File: src/shared/drf_pkg.sv
// package: constants and types for the dram refresh and self-refresh block
package drf_pkg;
  // ****************************************************************
  // command decode widths and burst codes
  // ****************************************************************
  localparam int ROW_W = 16;
  localparam int BANKS = 8;
  localparam logic [1:0] BL_FIXED8 = 2'h0;
  localparam logic [1:0] BL_OTF = 2'h1;
  localparam logic [1:0] BL_CHOP4 = 2'h2;
  localparam logic [3:0] BEATS_8 = 4'h8;
  localparam logic [3:0] BEATS_4 = 4'h4;
  localparam int OTF_BIT = 12;
  localparam int DLL_EN_BIT = 0;
  // ****************************************************************
  // timing
  // ****************************************************************
  localparam int CLK_MHZ = 50;
  localparam int TCKE_NS = 5000;
  localparam int TCKE_CYC = (TCKE_NS * CLK_MHZ) / 1000;
  localparam int TREFI_NS = 7800;
  localparam int TREFI_CYC = (TREFI_NS * CLK_MHZ) / 1000;
  localparam int TDLLK_CYC = 512;
  localparam logic [ROW_W-1:0] ROW_RST = 16'h0000;

  typedef enum logic [1:0] {
    ST_IDLE,
    ST_REFRESH,
    ST_SELF
  } drf_state_type;
endpackage

File: src/shared/drf_cnt_if.sv
// interface: internal refresh row counter link
`timescale 1ns/1ps
interface drf_cnt_if #(parameter int ROW_W = 16);
  logic step;
  logic [ROW_W-1:0] row;
  modport ctl (output step, input row);
  modport cnt (input step, output row);
endinterface

File: src/verilog/drf_row_counter.sv
// module: internal refresh row address counter
`timescale 1ns/1ps
module drf_row_counter #(
  parameter int ROW_W = 16
) (
  input wire logic clk,
  input wire logic nrst,
  drf_cnt_if.cnt link
);
  import drf_pkg::*;
  logic [ROW_W-1:0] row_r;
  logic [ROW_W-1:0] row_nxt;

  always_comb begin
    row_nxt = row_r;
    if (link.step) begin
      row_nxt = row_r + {{(ROW_W-1){1'b0}}, 1'b1};
    end
  end

  always_ff @(posedge clk or negedge nrst) begin
    if (!nrst) begin
      row_r <= '0;
    end else begin
      row_r <= row_nxt;
    end
  end

  assign link.row = row_r;
endmodule

File: src/verilog/drf_refresh_ctl.sv
// module: device-side refresh, self-refresh and write burst length logic
`timescale 1ns/1ps
// Operation
// - refresh decoded: cs ras cas low, we high
// - refresh uses internal row counter, banks idle
// - self-refresh entry decoded with cke low
// - self-refresh held while cke low
// - dll off on entry, reset on exit
// - internal refresh within tCKE, then timer
// - burst length from mode bits A[1:0]
// - A12 selects chop4 or eight, not column
module drf_refresh_ctl
  import drf_pkg::*;
#(
  parameter int ROW_W = drf_pkg::ROW_W,
  parameter int TCKE_CYCLES = drf_pkg::TCKE_CYC,
  parameter int TREFI_CYCLES = drf_pkg::TREFI_CYC,
  parameter int TDLL_CYCLES = drf_pkg::TDLLK_CYC
) (
  input wire logic clk,
  input wire logic nrst,
  input wire logic cke_pin,
  input wire logic cs_n_pin,
  input wire logic ras_n_pin,
  input wire logic cas_n_pin,
  input wire logic we_n_pin,
  input wire logic a12_pin,
  input wire logic [1:0] mr0_bl,
  input wire logic mr1_dll_dis,
  output logic self_refresh,
  output logic refresh_busy,
  output logic banks_idle,
  output logic [ROW_W-1:0] refresh_row,
  output logic dll_on,
  output logic dll_locked,
  output logic [3:0] write_beats,
  output logic write_burst_valid
);
  import drf_pkg::*;

  // elaboration check of the timing and width parameters
  if (ROW_W < 1 || TCKE_CYCLES < 2 || TREFI_CYCLES < 2 || TDLL_CYCLES < 1) begin
    $error("drf_refresh_ctl: unsupported parameter values");
  end

  // ****************************************************************
  // pin synchronisers
  // ****************************************************************
  logic [5:0] pin_s1_r;
  logic [5:0] pin_s2_r;
  logic cke_prev_r;
  always_ff @(posedge clk or negedge nrst) begin
    if (!nrst) begin
      pin_s1_r <= 6'h3E;
      pin_s2_r <= 6'h3E;
      cke_prev_r <= 1'b0;
    end else begin
      pin_s1_r <= {cs_n_pin, ras_n_pin, cas_n_pin, we_n_pin, a12_pin, cke_pin};
      pin_s2_r <= pin_s1_r;
      cke_prev_r <= pin_s2_r[0];
    end
  end
  logic cs_n;
  logic ras_n;
  logic cas_n;
  logic we_n;
  logic a12;
  logic cke;
  assign {cs_n, ras_n, cas_n, we_n, a12, cke} = pin_s2_r;

  // ****************************************************************
  // command decode
  // ****************************************************************
  function automatic logic is_ref_code(input logic c, input logic r, input logic a,
                                       input logic w);
    return !c && !r && !a && w;
  endfunction

  logic ref_cmd;
  logic sre_cmd;
  logic wr_cmd;
  assign ref_cmd = cke_prev_r && cke && is_ref_code(cs_n, ras_n, cas_n, we_n);
  assign sre_cmd = cke_prev_r && !cke && is_ref_code(cs_n, ras_n, cas_n, we_n);
  assign wr_cmd = cke_prev_r && cke && !cs_n && ras_n && !cas_n && !we_n;

  // ****************************************************************
  // refresh and self-refresh sequencer
  // ****************************************************************
  localparam int CW = $clog2(TCKE_CYCLES + TREFI_CYCLES + TDLL_CYCLES + 2);
  localparam logic [CW-1:0] RFC_LAST = CW'(TCKE_CYCLES - 1);
  localparam logic [CW-1:0] CKE_LAST = CW'(TCKE_CYCLES - 1);
  localparam logic [CW-1:0] REFI_LAST = CW'(TREFI_CYCLES - 1);
  localparam logic [CW-1:0] DLL_LAST = CW'(TDLL_CYCLES - 1);

  drf_state_type st_r;
  drf_state_type st_nxt;
  logic [CW-1:0] tmr_r;
  logic [CW-1:0] tmr_nxt;
  logic first_done_r;
  logic first_done_nxt;
  logic dll_on_r;
  logic dll_on_nxt;
  logic dll_auto_r;
  logic dll_auto_nxt;
  logic [CW-1:0] lock_r;
  logic [CW-1:0] lock_nxt;
  logic locked_r;
  logic locked_nxt;
  logic step;

  drf_cnt_if #(.ROW_W(ROW_W)) cnt_link ();
  drf_row_counter #(.ROW_W(ROW_W)) u_rows (
    .clk(clk),
    .nrst(nrst),
    .link(cnt_link)
  );
  assign cnt_link.step = step;

  always_comb begin
    st_nxt = st_r;
    tmr_nxt = tmr_r;
    first_done_nxt = first_done_r;
    dll_on_nxt = dll_on_r;
    dll_auto_nxt = dll_auto_r;
    lock_nxt = lock_r;
    locked_nxt = locked_r;
    step = 1'b0;
    if (!locked_r && dll_on_r) begin
      if (lock_r == DLL_LAST) begin
        locked_nxt = 1'b1;
      end else begin
        lock_nxt = lock_r + 1'b1;
      end
    end
    case (st_r)
      ST_IDLE: begin
        if (ref_cmd) begin
          step = 1'b1;
          st_nxt = ST_REFRESH;
          tmr_nxt = '0;
        end else if (sre_cmd) begin
          st_nxt = ST_SELF;
          tmr_nxt = '0;
          first_done_nxt = 1'b0;
          if (!mr1_dll_dis) begin
            dll_on_nxt = 1'b0;
            dll_auto_nxt = 1'b1;
            locked_nxt = 1'b0;
          end
        end
      end
      ST_REFRESH: begin
        if (tmr_r == RFC_LAST) begin
          st_nxt = ST_IDLE;
        end else begin
          tmr_nxt = tmr_r + 1'b1;
        end
      end
      ST_SELF: begin
        if ((!first_done_r && tmr_r == CKE_LAST) || (first_done_r && tmr_r == REFI_LAST)) begin
          step = 1'b1;
          first_done_nxt = 1'b1;
          tmr_nxt = '0;
        end else begin
          tmr_nxt = tmr_r + 1'b1;
        end
        if (cke) begin
          st_nxt = ST_IDLE;
          if (dll_auto_r) begin
            dll_on_nxt = 1'b1;
            dll_auto_nxt = 1'b0;
            lock_nxt = '0;
            locked_nxt = 1'b0;
          end
        end
      end
      default: begin
        st_nxt = ST_IDLE;
      end
    endcase
    if (mr1_dll_dis && st_r != ST_SELF) begin
      dll_on_nxt = 1'b0;
      locked_nxt = 1'b0;
    end else if (!mr1_dll_dis && !dll_on_r && st_r != ST_SELF) begin
      dll_on_nxt = 1'b1;
      lock_nxt = '0;
    end
  end

  always_ff @(posedge clk or negedge nrst) begin
    if (!nrst) begin
      st_r <= ST_IDLE;
      tmr_r <= '0;
      first_done_r <= 1'b0;
      dll_on_r <= 1'b0;
      dll_auto_r <= 1'b0;
      lock_r <= '0;
      locked_r <= 1'b0;
    end else begin
      st_r <= st_nxt;
      tmr_r <= tmr_nxt;
      first_done_r <= first_done_nxt;
      dll_on_r <= dll_on_nxt;
      dll_auto_r <= dll_auto_nxt;
      lock_r <= lock_nxt;
      locked_r <= locked_nxt;
    end
  end

  // ****************************************************************
  // write burst length
  // ****************************************************************
  logic [3:0] beats_r;
  logic [3:0] beats_nxt;
  logic wv_r;
  logic wv_nxt;
  always_comb begin
    beats_nxt = beats_r;
    wv_nxt = 1'b0;
    if (wr_cmd && st_r == ST_IDLE) begin
      wv_nxt = 1'b1;
      case (mr0_bl)
        BL_FIXED8: beats_nxt = BEATS_8;
        BL_OTF: beats_nxt = a12 ? BEATS_8 : BEATS_4;
        BL_CHOP4: beats_nxt = BEATS_4;
        default: beats_nxt = BEATS_8;
      endcase
    end
  end
  always_ff @(posedge clk or negedge nrst) begin
    if (!nrst) begin
      beats_r <= BEATS_8;
      wv_r <= 1'b0;
    end else begin
      beats_r <= beats_nxt;
      wv_r <= wv_nxt;
    end
  end

  assign self_refresh = (st_r == ST_SELF);
  assign refresh_busy = (st_r == ST_REFRESH);
  assign banks_idle = (st_r != ST_REFRESH);
  assign refresh_row = cnt_link.row;
  assign dll_on = dll_on_r;
  assign dll_locked = locked_r;
  assign write_beats = beats_r;
  assign write_burst_valid = wv_r;
endmodule

File: config.mk
export PLATFORM = sky130hd
export DESIGN_NAME = drf_refresh_ctl
export DESIGN_NICKNAME = d
export VERILOG_FILES = /design/src/shared/drf_pkg.sv /design/src/shared/drf_cnt_if.sv /design/src/verilog/drf_row_counter.sv /design/src/verilog/drf_refresh_ctl.sv
export SDC_FILE = /design/constraint.sdc
export NUM_CORES = 1
export LEC_CHECK = 0
export BUFFER_PORTS_ARGS = -buffer_cell sky130_fd_sc_hd__buf_2
export CAP_MARGIN = 20
export CORE_MARGIN = 2
export CORE_UTILIZATION = 50
export DETAILED_ROUTE_END_ITERATION = 16
export PLACE_DENSITY = 0.8
export SYNTH_ARGS = -nofsm -noshare
export SYNTH_HDL_FRONTEND = slang
export SYNTH_SLANG_ARGS = --single-unit
File: constraint.sdc
create_clock -name clk -period 5.5 [get_ports clk]
set_input_delay 0.275 -clock clk [delete_from_list [all_inputs] [get_ports clk]]
set_output_delay 0.275 -clock clk [all_outputs]
set_load 0.005 [all_outputs]
# Word level (Yosys, flattened, before mapping)
# Index checks and enable logic that the tools add are counted.
totals:
  ff_bits: 62
  in_bits: 11
  output_inout_bits: 26
  elab_cells: 124
classes:
  n_addsub: 3
  n_eq_ne: 22
  mux: 49
  reduce_logical: 37
ops:
  columns: ["operator", "count"]
  rows:
  - ["11-bit two-way mux", 11]
  - ["11-bit one-hot mux with 3 select lines", 1]
  - ["1-bit two-way mux", 25]
  - ["11-bit by 1-bit adder with 11-bit output (second input constant)", 2]
  - ["11-bit by 9-bit equality test with 1-bit output (second input constant)", 2]
  - ["1-bit logical AND", 18]
  - ["16-bit by 1-bit adder with 16-bit output (second input constant)", 1]
  - ["4-bit inequality test (second input constant)", 3]
  - ["11-bit by 8-bit equality test with 1-bit output (second input constant)", 1]
  - ["2-bit inequality test (second input constant)", 5]
  - ["1-bit one-hot mux with 2 select lines", 5]
  - ["1-bit logical NOT", 9]
  - ["2-bit two-way mux", 4]
  - ["2-bit by 1-bit inequality test with 1-bit output (second input constant)", 4]
  - ["4-bit by 1-bit inequality test with 1-bit output (second input constant)", 2]
  - ["4-bit one-hot mux with 2 select lines", 1]
  - ["2-bit one-hot mux with 3 select lines", 1]
  - ["3-bit AND reduction", 2]
  - ["6-bit AND reduction", 1]
  - ["5-bit AND reduction", 1]
  - ["2-bit by 1-bit equality test with 1-bit output (second input constant)", 2]
  - ["2-bit equality test (second input constant)", 2]
  - ["4-bit two-way mux", 1]
  - ["4-bit AND reduction", 1]
  - ["6 further kinds", 6]

# Longest topological paths before layout
# Gate-level depths: netlist (run 1).
depth:
  depth_word: 10
  ltp_mapped: 9
  mapped_depth_nobuf: 8

# Modules after synthesis
# Synthesis (run 1) repeated with hierarchy kept, for this count alone.
hier_totals:
  hier_cells: 273
  hier_area_um2: 2950.3
modules_own_cells:
  columns: ["module", "n_inst", "cells_per_inst", "area_each_um2", "seq_area_each_um2"]
  rows:
  - ["drf_refresh_ctl", 1, 214, 2240.9, 1114.8]
  - ["drf_row_counter", 1, 59, 709.4, 400.4]

# Worst setup path after synthesis (run 1)
# OpenSTA, ideal clock, no wires.
synth_timing:
  kind: "register to register"
  start: "register tmr_r[1]"
  end: "register tmr_r[2]"
  setup_ns: 0.066
  t_arrival_ns: 1.859
  t_required_ns: 5.434
  setup_slack_ns: 3.575
  path_stages_with_launch: 9
  path_buffers: 1
  synth_period_minus_slack_ns: 1.925
  cell_sequence: "dfrtp_1 > inv_1 > ha_1 > or3b_1 > nor3_1 > a221o_1 > buf_2 > o21bai_1 > a22o_1"
synth_via:
  elab_chain_len: 5
  elab_cells_between_ends: 11
  classes_between: "add/sub (1); eq/ne (3); mux (3); reduce/logical (4)"
synth_lines:
  columns: ["element", "line", "source"]
  rows:
  - ["start, declared", "drf_refresh_ctl.sv:97", "logic [CW-1:0] tmr_r;"]
  - ["start signal, assigned", "drf_refresh_ctl.sv:201", "tmr_r <= tmr_nxt;"]
  - ["branches (longest 5 deep; another with 11-bit by 1-bit adder with 11-bit output)", null, null]
# Several ways; the timed one is not identified. The select of a mux whose other input is x is not followed.
# A chain may end at the register's enable or synchronous reset.

# Final worst setup path (run 1)
# Same ends and word-level chain as after synthesis.

==> impl_results.md, run 1 <==
- Run status: finished, final reports clean
- First-pass GRT wire length: 9.49 mm
- Hold Fails Final Rpt: 0
- IO Count: 37
- Setup TNS Final: 0 ps
- Top cell type by total area after synthesis: dfrtp_1
- Post-Syn Area per Cell: 10.5 sq um
- Most frequently used flop master after synthesis: dfrtp_1
- Clock Tree Buf Depth: 2
- Largest net degree at the start of global routing: 61
- Reg2reg end: tmr_r[2]$_DFFE_PN0P_
- I/O Buffers: 34
- Post-synthesis compound-gate area fraction: 9.57%
- Worst-path clk slew: 70 ps
- Number of core rows: 27
- Post-Synth XOR/XNOR Area: 7.18%
- Nets: 339
- EDFF count, synth: 0
- Post-route minimum period: 2400 ps
- Die height: 80.5 um
- Worst reg2reg path depth: 7
- Largest cells by area after synthesis: dfrtp_1 (42%), dfstp_2 (9.9%), xor2_1 (5.7%)
- Pre-CTS setup slack: 3150 ps
- Post-Route Utilization: 60.4%
- Main combinational cell family by area after synthesis: simple AND/OR/NAND/NOR gates
- Worst Max-Slew Pin Slew: 922 ps
- Slew headroom: 38.5%
- Area delta synth->final: 14.9%
- Critical Path RT: 5730 ps
- CP endpoint: tmr_r[2]$_DFFE_PN0P_
- DP Wirelength: 3.72 mm
- Synth cell types: 49
- Crit Path Class: flop to flop
- Fillers: 452
- Cells after Synth: 279
- Period utilization: 43.6%
- Final ANT Viol Nets: 0
- Worst r2r src: tmr_r[1]$_DFFE_PN0P_
- Post-CTS sizing: 0
- Total power: 0.00120 W
- ANT cells: 0
- Seq cells post-synth: 60
- Wire per inst: 14.3 um
- Core area: 5570 sq um
- Setup slack after layout: 3100 ps
- Reg-to-reg slack, setup: 3100 ps
- Share of cells above drive strength 1: 24.1%
- Register area share after synthesis: 51.7%
- Pwr Density: 356 nW/um^2
- # DRC: 0
- Total CTS buffers: 9
- Maxcap violations: 0
- Grt total ovfl: 0
- Die Wd: 80.5 um
- H-tree level count: 3
- Placer Congestion: 0.792
- Async SR Flop Fraction: 100%
- Antenna violations before repair: 0
- Starting Density: 52.5%
- Register area: 1520 sq um
- Setup Viol. Count Final: 0
- Area of the multi-input gates: 1340 sq um
- Slew Viols, Final: 0
- Arrival @ worst endpoint: 2630 ps
- Area post-placement: 3150 sq um
- Die Footprint: 6490 sq um
- Post-synth top area share: 41.9%
- Maximum VDD drop: 0.241 mV
- CTS tree: built
- Number of global-route vias before repair: 2085
- RSZ-0062 raised after global routing: no
- Worst-Skew Late Latency: 340 ps
- Post-CTS setup buffer count: 0
- Hold/Removal Path Class: input pin to flop
- DR iter-0 viols: 115
- Synth Area in Simple Gates: 22.6%
- Vias: 2161
- Area share of fa/ha/maj cells after synthesis: 4.27%
- Worst-path maximum fanout: 16
- Final WL: 5.67 mm
- Sink Count: 60
- Gr usage total: 19.5%
- Critical Path Source Type: flop
- Root buffer cell: clkbuf_8
- Worst Clk Skew: 11.5 ps
- Mux contribution to synthesized area: 1.88%
- Worst setup EP type: flop
- Leak: 1.64 nW
- Area of the mapped netlist: 2930 sq um
- YS warnings: 0
- Cts hold-fix bufs: 0
- First-pass iteration count of the detailed router: 4
- CP Launch Point: tmr_r[1]$_DFFE_PN0P_
- Maximum clock rate: 0.417 GHz
- Vias per cell: 5.47
- Post-Layout Inst Area: 3360 sq um
cell usage in the layout, fill, tap and decap left out, types with 2 or more instances in the layout:
cell and count:
dfrtp_1 49, nor2_1 40, buf_2 34, nand2_1 21, xor2_1 19, nand3_1 13
clkbuf_8 11, dfstp_2 11, o21ai_0 10, ha_1 10, a21oi_1 9, inv_1 8
nand4_1 8, and3_1 6, a22o_1 6, xnor2_1 5, a21o_1 5, nor3_2 5
nor3_1 4, nor3b_1 4, nor2b_1 3, mux2_2 3, or2_2 3, nand3b_1 2
nor4b_1 2, nand2b_1 2, o31ai_1 2, o21bai_1 2, conb_1 2, clkinv_4 2
cell type report:
| cell class | instances | share of cell area, % |
|---|---|---|
| Inverter | 8 | 0.893 |
| Multi-Input combinational cell | 204 | 39.8 |
| Timing Repair Buffer | 35 | 5.28 |
| Clock inverter | 5 | 1.79 |
| Sequential cell | 60 | 45.0 |
| Tap cell | 72 | 2.68 |
| Clock buffer | 11 | 4.50 |
stage by stage:
| step | instances | hold slack (ps) |
|---|---|---|
| 6_report | 395 | 25.1 |
| 4_1_cts | 395 | 7.67 |
| 3_5_place_dp | 379 | 347 |
| 5_1_grt | 395 | 1.81 |
| 2_1_floorplan | 280 | -20.6 |
| 3_3_place_gp | 379 | 336 |
cells in the mapped netlist (all sizes together) (2+ instances only):
library cell,number
nor2b,3
nand3b,2
nor3b,4
nor3,10
inv,8
dfrtp,49
o21ai,10
nand2b,2
and3,6
clkbuf,3
xor2,19
ha,10
nor4b,3
a22o,6
a21o,5
nand4,8
buf,5
or2,3
o31ai,2
nand2,21
dfstp,11
a21oi,11
o21bai,2
nor2,40
nand3,13
mux2,4
xnor2,5
cell families (layout without fill, tap and decap cells):
kind of cell / count (synthesis) / count (layout)
compound gates: 41 / 41
xor+xnor: 24 / 24
fa+ha+maj: 10 / 10
buf+inv: 16 / 59
flops: 60 / 60
mux: 5 / 5
other cells: 1 / 2
simple gates: 122 / 122
power breakdown:
part	switching, W	internal, W	total, W
registers	0.0000378	0.000485	0.000523
logic	0.000164	0.000101	0.000265
clock network	0.000177	0.000234	0.000411
metal layers:
layer / routed length (um) / global-route usage (%)
met5: 0 / 0
met4: 151 / 9.66
met3: 261 / 6.52
met2: 2720 / 31.2
met1: 2530 / 23.5
critical path: stages, from the launching register on:
cell	delay (ps)
dfrtp_1	410
inv_1	70
ha_1	120
or3b_1	410
nor3_1	280
a221o_1	530
nor2_1	220
a22o_1	250
worst min-delay path by stage:
stage	from	endpoint	slack [ps]	depth (start not counted)
final	cs_n_pin	pin_s1_r[5]$_DFF_PN1_	30	1
after global routing	cs_n_pin	pin_s1_r[5]$_DFF_PN1_	2	1
after CTS	cs_n_pin	pin_s1_r[5]$_DFF_PN1_	8	1
after detailed placement	pin_s1_r[4]$_DFF_PN1_	pin_s2_r[4]$_DFF_PN1_	350	0
after global placement	pin_s1_r[0]$_DFF_PN0_	pin_s2_r[0]$_DFF_PN0_	340	0
after floorplan	nrst	cke_prev_r$_DFF_PN0_	-20	0
sequential cells by signal, indices dropped and copies added (netlist names):
name / flops
u_rows.link.row: 16
lock_r: 11
tmr_r: 11
pin_s1_r: 6
pin_s2_r: 6
st_r: 2
write_beats: 2
cke_prev_r: 1
dll_auto_r: 1
dll_locked: 1
dll_on: 1
first_done_r: 1
write_burst_valid: 1
Power figures use the tool's default switching activity.
==> run 2, diff against run 1 <==
--- a/config.mk
+++ b/config.mk
@@ -10,7 +10,7 @@
 export CORE_MARGIN = 2
 export CORE_UTILIZATION = 50
 export DETAILED_ROUTE_END_ITERATION = 16
-export PLACE_DENSITY = 0.8
+export PLACE_DENSITY = 0.83
 export SYNTH_ARGS = -nofsm -noshare
 export SYNTH_HDL_FRONTEND = slang
 export SYNTH_SLANG_ARGS = --single-unit
==> constraint.sdc (replaced) <==
create_clock -name clk -period 2 [get_ports clk]
set_input_delay 0.1 -clock clk [delete_from_list [all_inputs] [get_ports clk]]
set_output_delay 0.1 -clock clk [all_outputs]
set_load 0.005 [all_outputs]
==> impl_results.md, run 2 (synthesis gave the netlist of run 1 again) <==
- Area post-placement: 3320 sq um
- Worst Max-Slew Pin Slew: 634 ps
- Worst Clk Skew: 10.3 ps
- RSZ-0062 raised after global routing: yes
- I/O Buffers: 34
- Clock Tree Buf Depth: 2
- Sink Count: 60
- Max FFs per register: 16
- Failing checks: negative setup slack
- Total CTS buffers: 9
- Maximum VDD drop: 0.668 mV
- Leak: 1.87 nW
- Final ANT Viol Nets: 0
- Area delta synth->final: 28.3%
- First-pass iteration count of the detailed router: 4
- Reg-to-reg slack, setup: -40 ps
- Worst hold endpoint: dll_locked$_DFF_PN0_
- Post-route minimum period: 2040 ps
- Slew headroom: 57.7%
- Period utilization: 102%
- Maximum clock rate: 0.490 GHz
- Net switching power: 0.00116 W
- Share of cells above drive strength 1: 33.8%
- Antenna violations before repair: 0
- Maxcap violations: 0
- Die height: 80.5 um
- CTS tree: built
- Commonest cells after routing, fill and taps aside: dfrtp_1 (48), nor2_1 (38), buf_2 (35)
- DP Wirelength: 4.19 mm
- ANT cells: 0
- Critical Path Source Type: flop
- Worst hold start: mr1_dll_dis
- Pre-CTS setup slack: -133 ps
- Design internal power: 0.00237 W
- Core area: 5570 sq um
- Gr usage total: 21.3%
- Sw Ratio: 32.9%
- # DRC: 0
- Combinational power share: 28.7%
- Die Wd: 80.5 um
- Worst-Skew Late Latency: 350 ps
- Placer Congestion: 0.806
- Root buffer cell: clkbuf_8
- Hold/Removal Path Class: input pin to flop
- Post-Layout Inst Area: 3760 sq um
- Hold Fails Final Rpt: 0
- Worst-path maximum fanout: 8
- Arrival @ worst endpoint: 2270 ps
- Largest net degree at the start of global routing: 35
- Sequential Power Share: 40.9%
- Pwr Density: 938 nW/um^2
- Number of core rows: 27
- Worst reg2reg path depth: 9
- First-pass GRT wire length: 10.3 mm
- Setup slack after layout: -40.0 ps
- Final hold slack: 104 ps
- IO Count: 37
- Slew Viols, Final: 0
- H-tree level count: 3
- Reg2reg end: tmr_r[4]$_DFFE_PN0P_
- Die Footprint: 6490 sq um
- Critical Path RT: 2230 ps
- Most common cell after layout, fill and taps aside: dfrtp_1
- Setup Viol. Count Final: 7
- Grt total ovfl: 0
- Worst r2r src: tmr_r[1]$_DFFE_PN0P_
- Starting Density: 52.5%
- Total power: 0.00353 W
- Clock power share: 30.4%
- Number of global-route vias before repair: 2268
- Final WL: 6.89 mm
- DR iter-0 viols: 123
- Vias per cell: 5.61
- Nets: 377
- Wire per inst: 15.9 um
- Crit Path Class: flop to flop
- Worst-path clk slew: 70 ps
- Vias: 2428
- Hold Crit Depth: 4
- Run status: finished, violations left
- Worst setup EP type: flop
## run 2: repair_timing
| action | CTS | global route |
|---|---|---|
| setup buffers | 3 | 6 |
| endpoints found under the setup margin | 15 | 13 |
| gates resized for setup | 6 | 19 |
| hold buffers | 7 | 0 |
| gates cloned | 0 | 2 |
| pin swaps | 1 | 12 |
| endpoints found under the hold margin | 30 | 0 |
## run 2: power groups by stage
stage | clock network, W | registers (W) | logic, W
2_1_floorplan | 0 | 0.00144 | 0.000531
3_3_place_gp | 0 | 0.00144 | 0.000778
3_5_place_dp | 0 | 0.00145 | 0.000818
4_1_cts | 0.00109 | 0.00143 | 0.000881
5_1_grt | 0.00116 | 0.00146 | 0.00112
6_report | 0.00107 | 0.00144 | 0.00101
## run 2: layout make-up
cell class / instances / area, sq um
fill: 395 / 1820
timing repair buffer: 72 / 490
clock buffer: 10 / 128
multi-input combinational: 205 / 1440
clock inverter: 6 / 65.1
sequential: 60 / 1520
inverter: 8 / 30.0
tap: 72 / 90.1
## run 2: metrics by stage
step	instances	util, %	TNS, ps
floorplan	280	-	0
global placement	399	59.5	-581
detailed placement	399	59.5	-1060
CTS	425	65.1	0
global route	433	67.4	-998
finish	433	67.4	-166
## run 2: critical path, stage by stage, from the launching register on
cell	delay, ps
dfrtp_1	400
inv_1	70
ha_1	120
or3b_4	410
nor3_4	230
a221o_2	310
buf_6	130
nor3_1	40
a21oi_1	140
o21ai_1	80
## run 2: worst max-delay path by stage
stage | start | to | slack (ps)
after global routing | tmr_r[1]$_DFFE_PN0P_ | tmr_r[4]$_DFFE_PN0P_ | -120
after detailed placement | tmr_r[1]$_DFFE_PN0P_ | tmr_r[0]$_DFFE_PN0P_ | -130
after CTS | tmr_r[2]$_DFFE_PN0P_ | u_rows.link.row[15]$_DFFE_PN0P_ | 7
after floorplan | tmr_r[1]$_DFFE_PN0P_ | tmr_r[2]$_DFFE_PN0P_ | 70
final | tmr_r[1]$_DFFE_PN0P_ | tmr_r[4]$_DFFE_PN0P_ | -40
after global placement | tmr_r[1]$_DFFE_PN0P_ | tmr_r[0]$_DFFE_PN0P_ | -80
## run 2: per-layer routing
layer / vias to the layer above / wire [um] / GRT usage [%]
li1: 1124 / - / -
met1: 1205 / 2730 / 24.2
met2: 82 / 3610 / 36.8
met3: 17 / 398 / 7.42
met4: 0 / 156 / 8.14
met5: - / 0 / 0
==> run 3, diff against run 2 <==
--- a/config.mk
+++ b/config.mk
@@ -10,6 +10,7 @@
 export CORE_MARGIN = 2
 export CORE_UTILIZATION = 50
 export DETAILED_ROUTE_END_ITERATION = 16
+export MAX_ROUTING_LAYER = met4
 export PLACE_DENSITY = 0.83
 export SYNTH_ARGS = -nofsm -noshare
 export SYNTH_HDL_FRONTEND = slang
==> impl_results.md, run 3 (synthesis gave the netlist of run 1 again) <==
- ANT cells: 0
- Worst setup EP type: flop
- Pwr Density: 937 nW/um^2
- Final ANT Viol Nets: 0
- Vias per cell: 5.62
- Post-Route Utilization: 67.4%
- Total CTS buffers: 9
- Share of cells above drive strength 1: 33.8%
- Max FFs per register: 16
- Run status: finished, violations left
- CTS tree: built
- Placer Congestion: 0.817
- Starting Density: 52.5%
- Worst Max-Slew Pin Slew: 636 ps
- First-pass iteration count of the detailed router: 5
- I/O Buffers: 34
- Worst-path maximum fanout: 8
- Hold Fails Final Rpt: 0
- Gr usage total: 21.8%
- Final WL: 6.93 mm
- Arrival @ worst endpoint: 2290 ps
- Worst-path cell chain: inv_1, ha_1, or3b_4, nor3_4, a221o_2, buf_6, nor3_1, a21oi_1, o21ai_1
- Setup slack after layout: -64.6 ps
- Slew Viols, Final: 0
- Maximum clock rate: 0.484 GHz
- Die Wd: 80.5 um
- Maximum VDD drop: 0.663 mV
- Vias: 2432
- Worst path slowest cell: or3b_4
- Setup Viol. Count Final: 6
- Largest net degree at the start of global routing: 35
- Hold/Removal Path Class: input pin to flop
- Die Footprint: 6490 sq um
- Post-route minimum period: 2060 ps
- Most common cell after layout, fill and taps aside: dfrtp_1
- DR iter-0 viols: 133
- First-pass GRT wire length: 10.3 mm
- Worst path max stage delay: 410 ps
- Area delta synth->final: 28.3%
- # DRC: 0
- Number of core rows: 27
- H-tree level count: 3
- Failing checks: negative setup slack
- Number of global-route vias before repair: 2271
- RSZ-0062 raised after global routing: yes
- Core area: 5570 sq um
- CP top delay family: simple AND/OR/NAND/NOR gates
- Wire per inst: 16.0 um
- Maxcap violations: 0
- Leak: 1.87 nW
- Worst-Skew Late Latency: 350 ps
- Buffers plus inverters on the worst setup path: 2
- Root buffer cell: clkbuf_8
- DP Wirelength: 4.19 mm
- Worst-path clk slew: 70 ps
- Grt total ovfl: 0
- Worst Clk Skew: 9.02 ps
- Clock Tree Buf Depth: 2
- Die height: 80.5 um
- Critical Path RT: 2230 ps
- Critical Path Source Type: flop
- Sink Count: 60
- Commonest cells after routing, fill and taps aside: dfrtp_1 (48), nor2_1 (38), buf_2 (35)
- IO Count: 37
- Period utilization: 103%
- Crit Path Class: flop to flop
- Antenna violations before repair: 0
- Nets: 377
- Slew headroom: 57.6%
- Pre-CTS setup slack: -133 ps
run 3: cell counts in the layout (fill, tap and decap cells not counted):
No cell type changed its count.
run 3: worst paths after layout:
path,startpoint,to,slack [ps],cells after the start
worst max-delay path,tmr_r[1]$_DFFE_PN0P_,tmr_r[4]$_DFFE_PN0P_,-60,9
worst min-delay path,mr1_dll_dis,dll_locked$_DFF_PN0_,110,4
worst max register to register,tmr_r[1]$_DFFE_PN0P_,tmr_r[4]$_DFFE_PN0P_,-60,9
worst min register to register,pin_s1_r[1]$_DFF_PN1_,pin_s2_r[1]$_DFF_PN1_,360,0
max in group asynchronous,nrst,pin_s1_r[1]$_DFF_PN1_,1030,3
min in group asynchronous,nrst,write_beats[2]$_DFFE_PN0P_,310,2
run 3: repair_timing:
item	in CTS	in global routing
setup buffers	3	6
hold endpoints to repair	30	0
gates cloned	0	2
setup endpoints to repair	15	13
hold buffers	7	0
pin swaps	1	12
resized for setup	6	19
run 3: layout make-up:
| type | count | area (sq um) |
|---|---|---|
| multi-input cells | 205 | 1440 |
| flip-flops and latches | 60 | 1520 |
| clock inverters | 6 | 65.1 |
| fillers | 395 | 1820 |
| repair buffers | 72 | 490 |
| clock buffers | 10 | 128 |
| well taps | 72 | 90.1 |
| inverters | 8 | 30.0 |
run 3: worst reg2reg max path, delay by kind of cell, from the launching register on:
| kind | cells | cell delay (ps) |
|---|---|---|
| and+or+nand+nor | 3 | 680 |
| AOI/OAI and AO/OA | 3 | 560 |
| DFF | 1 | 400 |
| buffers and inverters | 2 | 200 |
| adders and majority gates | 1 | 120 |
run 3: routing by layer:
metal | vias up | wire length, um | share of wire [%] | global-route usage, %
li1 | 1125 | - | - | -
met1 | 1208 | 2850 | 41 | 24.4
met2 | 84 | 3620 | 52 | 36.8
met3 | 15 | 324 | 4.7 | 6.52
met5 | - | 0 | 0 | -
met4 | 0 | 140 | 2.0 | 8.64
run 3: per-stage QoR:
stage               TNS (ps)  total power (W)  std cells  instance area [sq um]  hold slack [ps]
CTS                        0          0.00340        425                   3630             93.4
global route           -1000          0.00374        433                   3760              109
detailed placement     -1060          0.00227        399                   3320              154
global placement        -581          0.00222        399                   3320              152
finish                  -158          0.00352        433                   3760              106
floorplan                  0          0.00197        280                   2930             -196
run 3: report_power, final:
part           switching [W]  internal [W]
registers           0.000106       0.00134
logic               0.000556      0.000455
clock network       0.000496      0.000574
